## config.mk

```make
export PLATFORM = sky130hd
export DESIGN_NAME = mqs_ctrl
export DESIGN_NICKNAME = d
export VERILOG_FILES = /design/src/rtl/mqs_pkg.sv /design/src/rtl/mqs_sync2.sv /design/src/rtl/mqs_delay.sv /design/src/rtl/mqs_ctrl.sv
export SDC_FILE = /design/constraint.sdc
export NUM_CORES = 1
export LEC_CHECK = 0
export ABC_AREA = 1
export BUFFER_PORTS_ARGS = -buffer_cell sky130_fd_sc_hd__buf_2
export CELL_PAD_IN_SITES_DETAIL_PLACEMENT = 0
export CELL_PAD_IN_SITES_GLOBAL_PLACEMENT = 2
export CORE_ASPECT_RATIO = 2
export CORE_MARGIN = 8
export CORE_UTILIZATION = 27
export DETAILED_ROUTE_END_ITERATION = 8
export GPL_ROUTABILITY_DRIVEN = 0
export HOLD_SLACK_MARGIN = 0.15
export PLACE_DENSITY_LB_ADDON = 0.25
export SKIP_CTS_REPAIR_TIMING = 1
export SLEW_MARGIN = 20
export SYNTH_ARGS = -nofsm -noshare
export SYNTH_HDL_FRONTEND = slang
export SYNTH_HIERARCHICAL = 1
export SYNTH_SLANG_ARGS = --single-unit
```

## constraint.sdc

```tcl
create_clock -name sys_clk_i -period 1.2 [get_ports sys_clk_i]
set_clock_uncertainty 0.05 [all_clocks]
set_input_delay 0.12 -clock sys_clk_i [delete_from_list [all_inputs] [get_ports sys_clk_i]]
set_output_delay 0.12 -clock sys_clk_i [all_outputs]
set_load 0.01 [all_outputs]
```

## src/rtl/mqs_pkg.sv

```systemverilog
// Purpose: shared constants and carrier types for the strap and flag bus control block
// Assumes: one system clock at 40 MHz
// Notes: register map is a small wishbone word map
`default_nettype none
package mqs_pkg;
    // selects
    localparam int unsigned SEL_W = 8;
    localparam int unsigned DEV_W = 3;
    localparam int unsigned QUE_W = 5;
    localparam int unsigned SECTOR_W = 8;
    localparam int unsigned NUM_QUEUES = 16;
    localparam int unsigned OV_DELAY = 2;
    // register byte offsets
    localparam logic [7:0] REG_STRAPS = 8'h00;
    localparam logic [7:0] REG_PAF = 8'h04;
    localparam logic [7:0] REG_EMPTY = 8'h08;
    localparam logic [7:0] REG_SCAN = 8'h0C;
    // reset values
    localparam logic [15:0] PAF_RST = 16'hFFFF;
    localparam logic [15:0] EMPTY_RST = 16'hFFFF;
    localparam logic [2:0] DEV_RST = 3'h0;
    localparam int unsigned MRS_SYNC_STAGES = 2;

    // straps captured at full reset
    typedef struct packed {
        logic flag_polled;
        logic primary;
        logic out_narrow;
        logic in_narrow;
        logic [2:0] dev_num;
    } mqs_straps_t;

    // almost-full scan output group
    typedef struct packed {
        logic [7:0] bus;
        logic sync;
        logic token;
        logic bus_oe_n;
    } mqs_scan_t;

    typedef enum logic [1:0] {
        SCAN_IDLE = 2'b00,
        SCAN_SEC1 = 2'b01,
        SCAN_SEC2 = 2'b11
    } mqs_scan_state_t;
endpackage : mqs_pkg
`default_nettype wire

```

## src/rtl/mqs_sync2.sv

```systemverilog
// Purpose: two flip-flop synchroniser for a pin input
// Assumes: input asynchronous to sys_clk_i
// Notes: first stage read only by second stage
`default_nettype none
module mqs_sync2 #(
    parameter int unsigned W = 1
) (
    input wire logic sys_clk_i,
    input wire logic rst_n_i,
    input wire logic [W-1:0] d_i,
    output logic [W-1:0] q_o
);
    logic [W-1:0] meta_q;
    logic [W-1:0] sync_q;

    // two stage capture
    always_ff @(posedge sys_clk_i) begin
        if (!rst_n_i) begin
            meta_q <= '0;
            sync_q <= '0;
        end else begin
            meta_q <= d_i;
            sync_q <= meta_q;
        end
    end

    assign q_o = sync_q;
endmodule : mqs_sync2
`default_nettype wire

```

## src/rtl/mqs_delay.sv

```systemverilog
// Purpose: fixed depth pipeline for a small word
// Assumes: same clock domain
// Notes: reset value is a parameter
`default_nettype none
module mqs_delay #(
    parameter int unsigned W = 1,
    parameter int unsigned DEPTH = 2,
    parameter logic [W-1:0] RST_VAL = '0
) (
    input wire logic sys_clk_i,
    input wire logic rst_n_i,
    input wire logic [W-1:0] d_i,
    output logic [W-1:0] q_o
);
    logic [W-1:0] pipe_q [DEPTH];

    // shift stages
    always_ff @(posedge sys_clk_i) begin
        if (!rst_n_i) begin
            for (int i = 0; i < DEPTH; i++) begin
                pipe_q[i] <= RST_VAL;
            end
        end else begin
            pipe_q[0] <= d_i;
            for (int i = 1; i < DEPTH; i++) begin
                pipe_q[i] <= pipe_q[i-1];
            end
        end
    end

    assign q_o = pipe_q[DEPTH-1];
endmodule : mqs_delay
`default_nettype wire

```

## src/rtl/mqs_ctrl.sv

```systemverilog
// Purpose: strap capture, device select, output ownership and almost-full scan
// Assumes: write and read ports share sys_clk_i; straps and full reset come from pins
// Notes: two-way pins are split into value and active-low enable
// Function
// - polled mode alternates sector one, sector two
// - sync high with sector one, low sector two
// - token pulses with sector two; token loads sector one
// - select is 3 device, 5 queue bits
// - respond only when device bits match
// - device number captured at full reset
// - input width strap: low x18, high x9
// - output width strap: low x18, high x9
// - primary role strap high means primary
// - secondary keeps shared outputs off after reset
// - full reset is high, low, high
// - primary: drive enable low drives data
// - secondary drives data only once selected
// - valid flag follows selection two cycles later
// - valid flag high when queue empty
// - valid flag output can float
// - flag mode strap high polled, low direct
// - direct mode: strobe loads addressed sector
// - status bus eight bits, two sectors
//
// The implementer's own choices: the register offsets and the Wishbone interface to the registers.
`default_nettype none
module mqs_ctrl
    import mqs_pkg::*;
(
    input wire logic sys_clk_i,
    input wire logic rst_n_i,
    // wishbone classic slave
    input wire logic wb_cyc_i,
    input wire logic wb_stb_i,
    input wire logic wb_we_i,
    input wire logic [7:0] wb_adr_i,
    input wire logic [3:0] wb_sel_i,
    input wire logic [31:0] wb_dat_i,
    output logic [31:0] wb_dat_o,
    output logic wb_ack_o,
    // device pins
    input wire logic full_reset_n_i,
    input wire logic [2:0] device_number_straps_i,
    input wire logic input_width_strap_i,
    input wire logic output_width_strap_i,
    input wire logic primary_role_strap_i,
    input wire logic flag_scan_mode_strap_i,
    input wire logic [7:0] write_queue_select_i,
    input wire logic write_select_en_i,
    input wire logic [7:0] read_queue_select_i,
    input wire logic read_select_en_i,
    input wire logic almost_full_sector_strobe_i,
    input wire logic almost_full_token_in_i,
    input wire logic read_drive_en_n_i,
    output logic [7:0] almost_full_status_bus_o,
    output logic almost_full_status_bus_oe_n_o,
    output logic almost_full_scan_sync_o,
    output logic almost_full_scan_sync_oe_n_o,
    output logic almost_full_token_out_o,
    output logic read_data_oe_n_o,
    output logic read_data_valid_n_o,
    output logic read_data_valid_oe_n_o,
    output logic write_selected_o,
    output logic read_selected_o,
    output logic in_narrow_o,
    output logic out_narrow_o
);
    ////////////////////////////////////////////////////////////////////////
    // pin synchronisers
    localparam int unsigned PIN_W = 32;
    logic [PIN_W-1:0] pin_raw;
    logic [PIN_W-1:0] pin_s;

    assign pin_raw = {full_reset_n_i, device_number_straps_i, input_width_strap_i,
                      output_width_strap_i, primary_role_strap_i, flag_scan_mode_strap_i,
                      write_queue_select_i, write_select_en_i, read_queue_select_i,
                      read_select_en_i, almost_full_sector_strobe_i,
                      almost_full_token_in_i, read_drive_en_n_i, 3'h0}; // 29 pins, 3 pad

    mqs_sync2 #(.W(PIN_W)) u_sync (
        .sys_clk_i(sys_clk_i),
        .rst_n_i(rst_n_i),
        .d_i(pin_raw),
        .q_o(pin_s)
    );

    logic mrs_n_s;
    logic [2:0] dev_s;
    logic iw_s, ow_s, prim_s, fm_s;
    logic [7:0] wsel_s, rsel_s;
    logic wsel_en_s, rsel_en_s, almost_full_sector_strobe_s, tok_in_s, oe_n_s;

    assign {mrs_n_s, dev_s, iw_s, ow_s, prim_s, fm_s, wsel_s, wsel_en_s, rsel_s,
            rsel_en_s, almost_full_sector_strobe_s, tok_in_s, oe_n_s} = pin_s[PIN_W-1:3];

    ////////////////////////////////////////////////////////////////////////
    // full reset sequence: high, low, high again
    logic mrs_prev_q;
    logic in_mrs;
    logic mrs_seen_high_q;

    assign in_mrs = mrs_seen_high_q && !mrs_n_s;

    always_ff @(posedge sys_clk_i) begin
        if (!rst_n_i) begin
            mrs_prev_q <= 1'b0;
            mrs_seen_high_q <= 1'b0;
        end else begin
            mrs_prev_q <= mrs_n_s;
            if (mrs_n_s) begin
                mrs_seen_high_q <= 1'b1;
            end
        end
    end

    logic mrs_release;
    assign mrs_release = mrs_n_s && !mrs_prev_q && mrs_seen_high_q;

    ////////////////////////////////////////////////////////////////////////
    // strap capture while full reset is held low
    mqs_straps_t straps_q;
    logic configured_q;

    always_ff @(posedge sys_clk_i) begin
        if (!rst_n_i) begin
            straps_q <= '0;
            configured_q <= 1'b0;
        end else if (in_mrs) begin
            straps_q.dev_num <= dev_s;
            straps_q.in_narrow <= iw_s;
            straps_q.out_narrow <= ow_s;
            straps_q.primary <= prim_s;
            straps_q.flag_polled <= fm_s;
            configured_q <= 1'b0;
        end else if (mrs_release) begin
            configured_q <= 1'b1;
        end
    end

    assign in_narrow_o = straps_q.in_narrow;
    assign out_narrow_o = straps_q.out_narrow;

    ////////////////////////////////////////////////////////////////////////
    // device select compare on upper select bits
    logic wr_match, rd_match;
    logic wr_sel_q, rd_sel_q;
    logic [QUE_W-1:0] wr_queue_q, rd_queue_q;

    assign wr_match = wsel_s[SEL_W-1 -: DEV_W] == straps_q.dev_num;
    assign rd_match = rsel_s[SEL_W-1 -: DEV_W] == straps_q.dev_num;

    always_ff @(posedge sys_clk_i) begin
        if (!rst_n_i || in_mrs) begin
            wr_sel_q <= 1'b0;
            rd_sel_q <= 1'b0;
            wr_queue_q <= '0;
            rd_queue_q <= '0;
        end else if (configured_q) begin
            if (wsel_en_s) begin
                wr_sel_q <= wr_match;
                wr_queue_q <= wsel_s[QUE_W-1:0];
            end
            if (rsel_en_s) begin
                rd_sel_q <= rd_match;
                rd_queue_q <= rsel_s[QUE_W-1:0];
            end
        end
    end

    assign write_selected_o = wr_sel_q;
    assign read_selected_o = rd_sel_q;

    ////////////////////////////////////////////////////////////////////////
    // status registers written by software: per-queue almost-full and empty
    logic [15:0] paf_q;
    logic [15:0] empty_q;
    logic wb_hit;

    assign wb_hit = wb_cyc_i && wb_stb_i && !wb_ack_o;

    always_ff @(posedge sys_clk_i) begin
        if (!rst_n_i) begin
            paf_q <= PAF_RST;
            empty_q <= EMPTY_RST;
        end else if (wb_hit && wb_we_i) begin
            if (wb_adr_i == REG_PAF) begin
                if (wb_sel_i[0]) paf_q[7:0] <= wb_dat_i[7:0];
                if (wb_sel_i[1]) paf_q[15:8] <= wb_dat_i[15:8];
            end
            if (wb_adr_i == REG_EMPTY) begin
                if (wb_sel_i[0]) empty_q[7:0] <= wb_dat_i[7:0];
                if (wb_sel_i[1]) empty_q[15:8] <= wb_dat_i[15:8];
            end
        end
    end

    ////////////////////////////////////////////////////////////////////////
    // read data drive enable, asynchronous pin path
    logic may_drive;
    assign may_drive = configured_q && (straps_q.primary || rd_sel_q);
    assign read_data_oe_n_o = !(may_drive && !read_drive_en_n_i);

    ////////////////////////////////////////////////////////////////////////
    // read data valid flag, two-stage delay
    logic rd_empty_now;
    logic ov_raw;
    logic ov_oe_raw;
    logic [1:0] ov_pair;

    assign rd_empty_now = (rd_queue_q < QUE_W'(NUM_QUEUES)) ?
                          empty_q[rd_queue_q[3:0]] : 1'b1;
    assign ov_raw = !rd_sel_q || rd_empty_now;
    assign ov_oe_raw = !(configured_q && (straps_q.primary || rd_sel_q));

    mqs_delay #(.W(2), .DEPTH(OV_DELAY), .RST_VAL(2'b11)) u_ov_dly (
        .sys_clk_i(sys_clk_i),
        .rst_n_i(rst_n_i),
        .d_i({ov_raw, ov_oe_raw}),
        .q_o(ov_pair)
    );

    assign read_data_valid_n_o = ov_pair[1];
    assign read_data_valid_oe_n_o = ov_pair[0];

    ////////////////////////////////////////////////////////////////////////
    // almost-full scan: polled ring or direct strobe
    mqs_scan_state_t scan_q;
    mqs_scan_t scan_out_q;
    logic tok_prev_q;
    logic tok_rise;

    assign tok_rise = tok_in_s && !tok_prev_q;

    always_ff @(posedge sys_clk_i) begin
        if (!rst_n_i) begin
            tok_prev_q <= 1'b0;
        end else begin
            tok_prev_q <= tok_in_s;
        end
    end

    // primary starts the ring once after reset
    logic kick_q;
    always_ff @(posedge sys_clk_i) begin
        if (!rst_n_i || in_mrs) begin
            kick_q <= 1'b0;
        end else if (mrs_release) begin
            kick_q <= 1'b1;
        end else begin
            kick_q <= 1'b0;
        end
    end

    always_ff @(posedge sys_clk_i) begin
        if (!rst_n_i || in_mrs || !configured_q) begin
            scan_q <= SCAN_IDLE;
            scan_out_q <= '{bus: 8'h00, sync: 1'b0, token: 1'b0, bus_oe_n: 1'b1};
        end else if (straps_q.flag_polled) begin
            scan_out_q.token <= 1'b0;
            unique case (scan_q)
                SCAN_IDLE: begin
                    if (tok_rise || (kick_q && straps_q.primary)) begin
                        scan_q <= SCAN_SEC1;
                        scan_out_q.bus <= paf_q[7:0];
                        scan_out_q.sync <= 1'b1;
                        scan_out_q.bus_oe_n <= 1'b0;
                    end else begin
                        scan_out_q.bus_oe_n <= 1'b1;
                        scan_out_q.sync <= 1'b0;
                    end
                end
                SCAN_SEC1: begin
                    scan_q <= SCAN_SEC2;
                    scan_out_q.bus <= paf_q[15:8];
                    scan_out_q.sync <= 1'b0;
                    scan_out_q.token <= 1'b1;
                end
                SCAN_SEC2: begin
                    if (tok_rise) begin
                        scan_q <= SCAN_SEC1;
                        scan_out_q.bus <= paf_q[7:0];
                        scan_out_q.sync <= 1'b1;
                    end else begin
                        scan_q <= SCAN_IDLE;
                        scan_out_q.bus_oe_n <= 1'b1;
                    end
                end
                default: begin
                    scan_q <= SCAN_IDLE;
                end
            endcase
        end else begin
            scan_q <= SCAN_IDLE;
            scan_out_q.token <= 1'b0;
            scan_out_q.sync <= 1'b0;
            if (almost_full_sector_strobe_s) begin
                scan_out_q.bus_oe_n <= !wr_match;
                scan_out_q.bus <= wsel_s[0] ? paf_q[15:8] : paf_q[7:0];
            end
        end
    end

    assign almost_full_status_bus_o = scan_out_q.bus;
    assign almost_full_status_bus_oe_n_o = scan_out_q.bus_oe_n;
    assign almost_full_scan_sync_o = scan_out_q.sync;
    assign almost_full_scan_sync_oe_n_o = scan_out_q.bus_oe_n || !straps_q.flag_polled;
    assign almost_full_token_out_o = scan_out_q.token;

    ////////////////////////////////////////////////////////////////////////
    // wishbone read mux and ack
    logic [31:0] rd_word;
    always_comb begin
        rd_word = 32'h0000_0000;
        unique case (wb_adr_i)
            REG_STRAPS: rd_word = {23'h0, configured_q, 1'b0, straps_q};
            REG_PAF: rd_word = {16'h0, paf_q};
            REG_EMPTY: rd_word = {16'h0, empty_q};
            REG_SCAN: rd_word = {24'h0, rd_sel_q, wr_sel_q, scan_q,
                                 scan_out_q.sync, scan_out_q.token,
                                 scan_out_q.bus_oe_n, read_data_valid_n_o};
            default: rd_word = 32'h0000_0000;
        endcase
    end

    always_ff @(posedge sys_clk_i) begin
        if (!rst_n_i) begin
            wb_ack_o <= 1'b0;
            wb_dat_o <= 32'h0000_0000;
        end else begin
            wb_ack_o <= wb_hit;
            wb_dat_o <= (wb_hit && !wb_we_i) ? rd_word : 32'h0000_0000;
        end
    end
endmodule : mqs_ctrl
`default_nettype wire

```

==> flow_metrics.tcl <==
set metrics [dict create \
    run_status "finished, violations left" \
    violations "negative setup slack" \
    r2r_start "wb_ack_o" \
    clock-root-buffer "clkbuf_16" \
    area_delta_synth_final_pct 46.9 \
    rsz0062_at_grt "true" \
    ys.warnings.count 6 \
    dp_slack_ns -0.172 \
    grt_max_degree 74 \
    drtAntennaViolNets 0 \
    final.setup.worst_slack_ns -0.248 \
    path_clk_slew_ns 0.06 \
    finalPower_mw 10.6 \
    startpoint "straps_q[5]" \
    maxSlewViolCount 0 \
    setup_viol_count_final 26 \
    worst_ep_required_time_ns 1.03 \
    crit_path_start_kind "flop" \
    syn_area_um2 5610 \
    finalNetCount 1066 \
    final_hold_viol_count 0 \
    grt_overflow 0 \
    cts_max_level 4 \
    antenna_cells 0 \
    wl_um 17200 \
    grtUsageTotal_pct 13.3 \
    hp-class "in -> reg" \
    dp_hpwl_um 13300 \
    drv_cap 0 \
    arrival_ns 1.28 \
    initial_core_util_pct 27.4 \
    finalCriticalPeriod_ns 1.45 \
    die_area_um2 25900 \
    die_h_um 220 \
    placed_area_um2 6710 \
    drive_gt1_share_pct 30.2 \
    antenna_found_initial 0 \
    clk_latency_ns 0.41 \
    path_class "reg -> out" \
    tritoncts "yes" \
    core_region_area_um2 20500 \
    wl_per_cell_um 13.6 \
    vias_per_cell 4.08 \
    port-buffer-count 91 \
    syn_avg_cell_area_um2 7.16 \
    pin_count 130 \
    drc 0 \
    fp-row-count 74 \
    pwr_density_cell_nw_per_um2 1280 \
    hold_path_startpoint "rst_n_i" \
    netlist_instances 784 \
    crit_fanout 3 \
    final_util_pct 40.3 \
    grt_pass1_vias 5273 \
    end_kind "primary output" \
    via_count 5166 \
    p_leak_nw 4.37 \
    cts_buffers 17 \
    initialDrtViolationCount 129 \
    grt_pass1_wl_um 26800 \
    timing.final.crit_share_pct 121 \
    fmax_ghz 0.690 \
    ir_worst_vdd_mv 0.784 \
    place_inst 1181 \
    die_x_um 118 \
    first_pass_iters 4 \
    num-fill-cells 2181 \
    clock_sinks 133 \
    design_area_um2 8250 \
    layout.cells.non_filler 1267 \
    clockBufferDepth 2 \
    tns_ns -1.21 \
    fin_worst_hold_slack_ns 0.148 \
]
[critical path, cell delays in order (launching register included)]
cell and delay [ns]:
dfxtp_2 0.36, buf_6 0.11, o21ai_4 0.06, or2_4 0.23, buf_6 0.12
[cells in the final DEF, fill, tap and decap left out, drive strengths merged]
master and instances:
nand2 239, dlygate4sd3 47, bufinv 2, nor2 83
nor3 3, conb 16, nand4 1, clkbuf 20
o22ai 1, inv 130, or2 3, a21oi 19
clkinv 3, o21ai 30, a21boi 1, xnor2 5
dfxtp 133, buf 166, nand3 95, clkinvlp 4
[area by class of cell]
class | count | area (µm²) | share of cell area [%]
Clock buffer | 19 | 443 | 5.37
Clock inverter | 13 | 148 | 1.79
Multi-Input combinational cell | 496 | 2490 | 30.2
Timing Repair Buffer | 214 | 1660 | 20.1
Tap cell | 266 | 333 | 4.04
Sequential cell | 133 | 2690 | 32.6
Inverter | 126 | 483 | 5.86
[final timing paths]
path / to / slack (ns) / depth (start not counted)
max: read_data_oe_n_o / -0.25 / 4
min: u_sync/q_o[29] / 0.15 / 4
max reg2reg: empty_q[0] / -0.07 / 6
min reg2reg: u_ov_dly/pipe_q[0][2] / 0.36 / 2
[where the power goes]
| group | total [mW] | leakage [nW] | switching [mW] | internal, mW |
|---|---|---|---|---|
| combinational | 0.836 | 3.00 | 0.424 | 0.412 |
| clock | 5.20 | 0.277 | 2.06 | 3.14 |
| sequential | 4.55 | 1.09 | 0.0431 | 4.51 |
[registers in the layout (all words and copies together) (netlist names), 5 cells and up]
name,count
almost_full_status_bus_o,8
paf_q,16
straps_q,5
u_sync/meta_q,24
u_sync/q_o,24
rd_queue_q,5
empty_q,16
wb_dat_o,16
[metal layers]
metal  GRT usage [%]  up-vias  routed length [µm]
met5               0        -                   0
met4            6.32        0                 386
met3            3.18       15                 644
met2            26.7      106                9750
met1            12.3     2287                6430
li1                -     2758                   -
No activity file was read; power rests on OpenSTA's default activity.
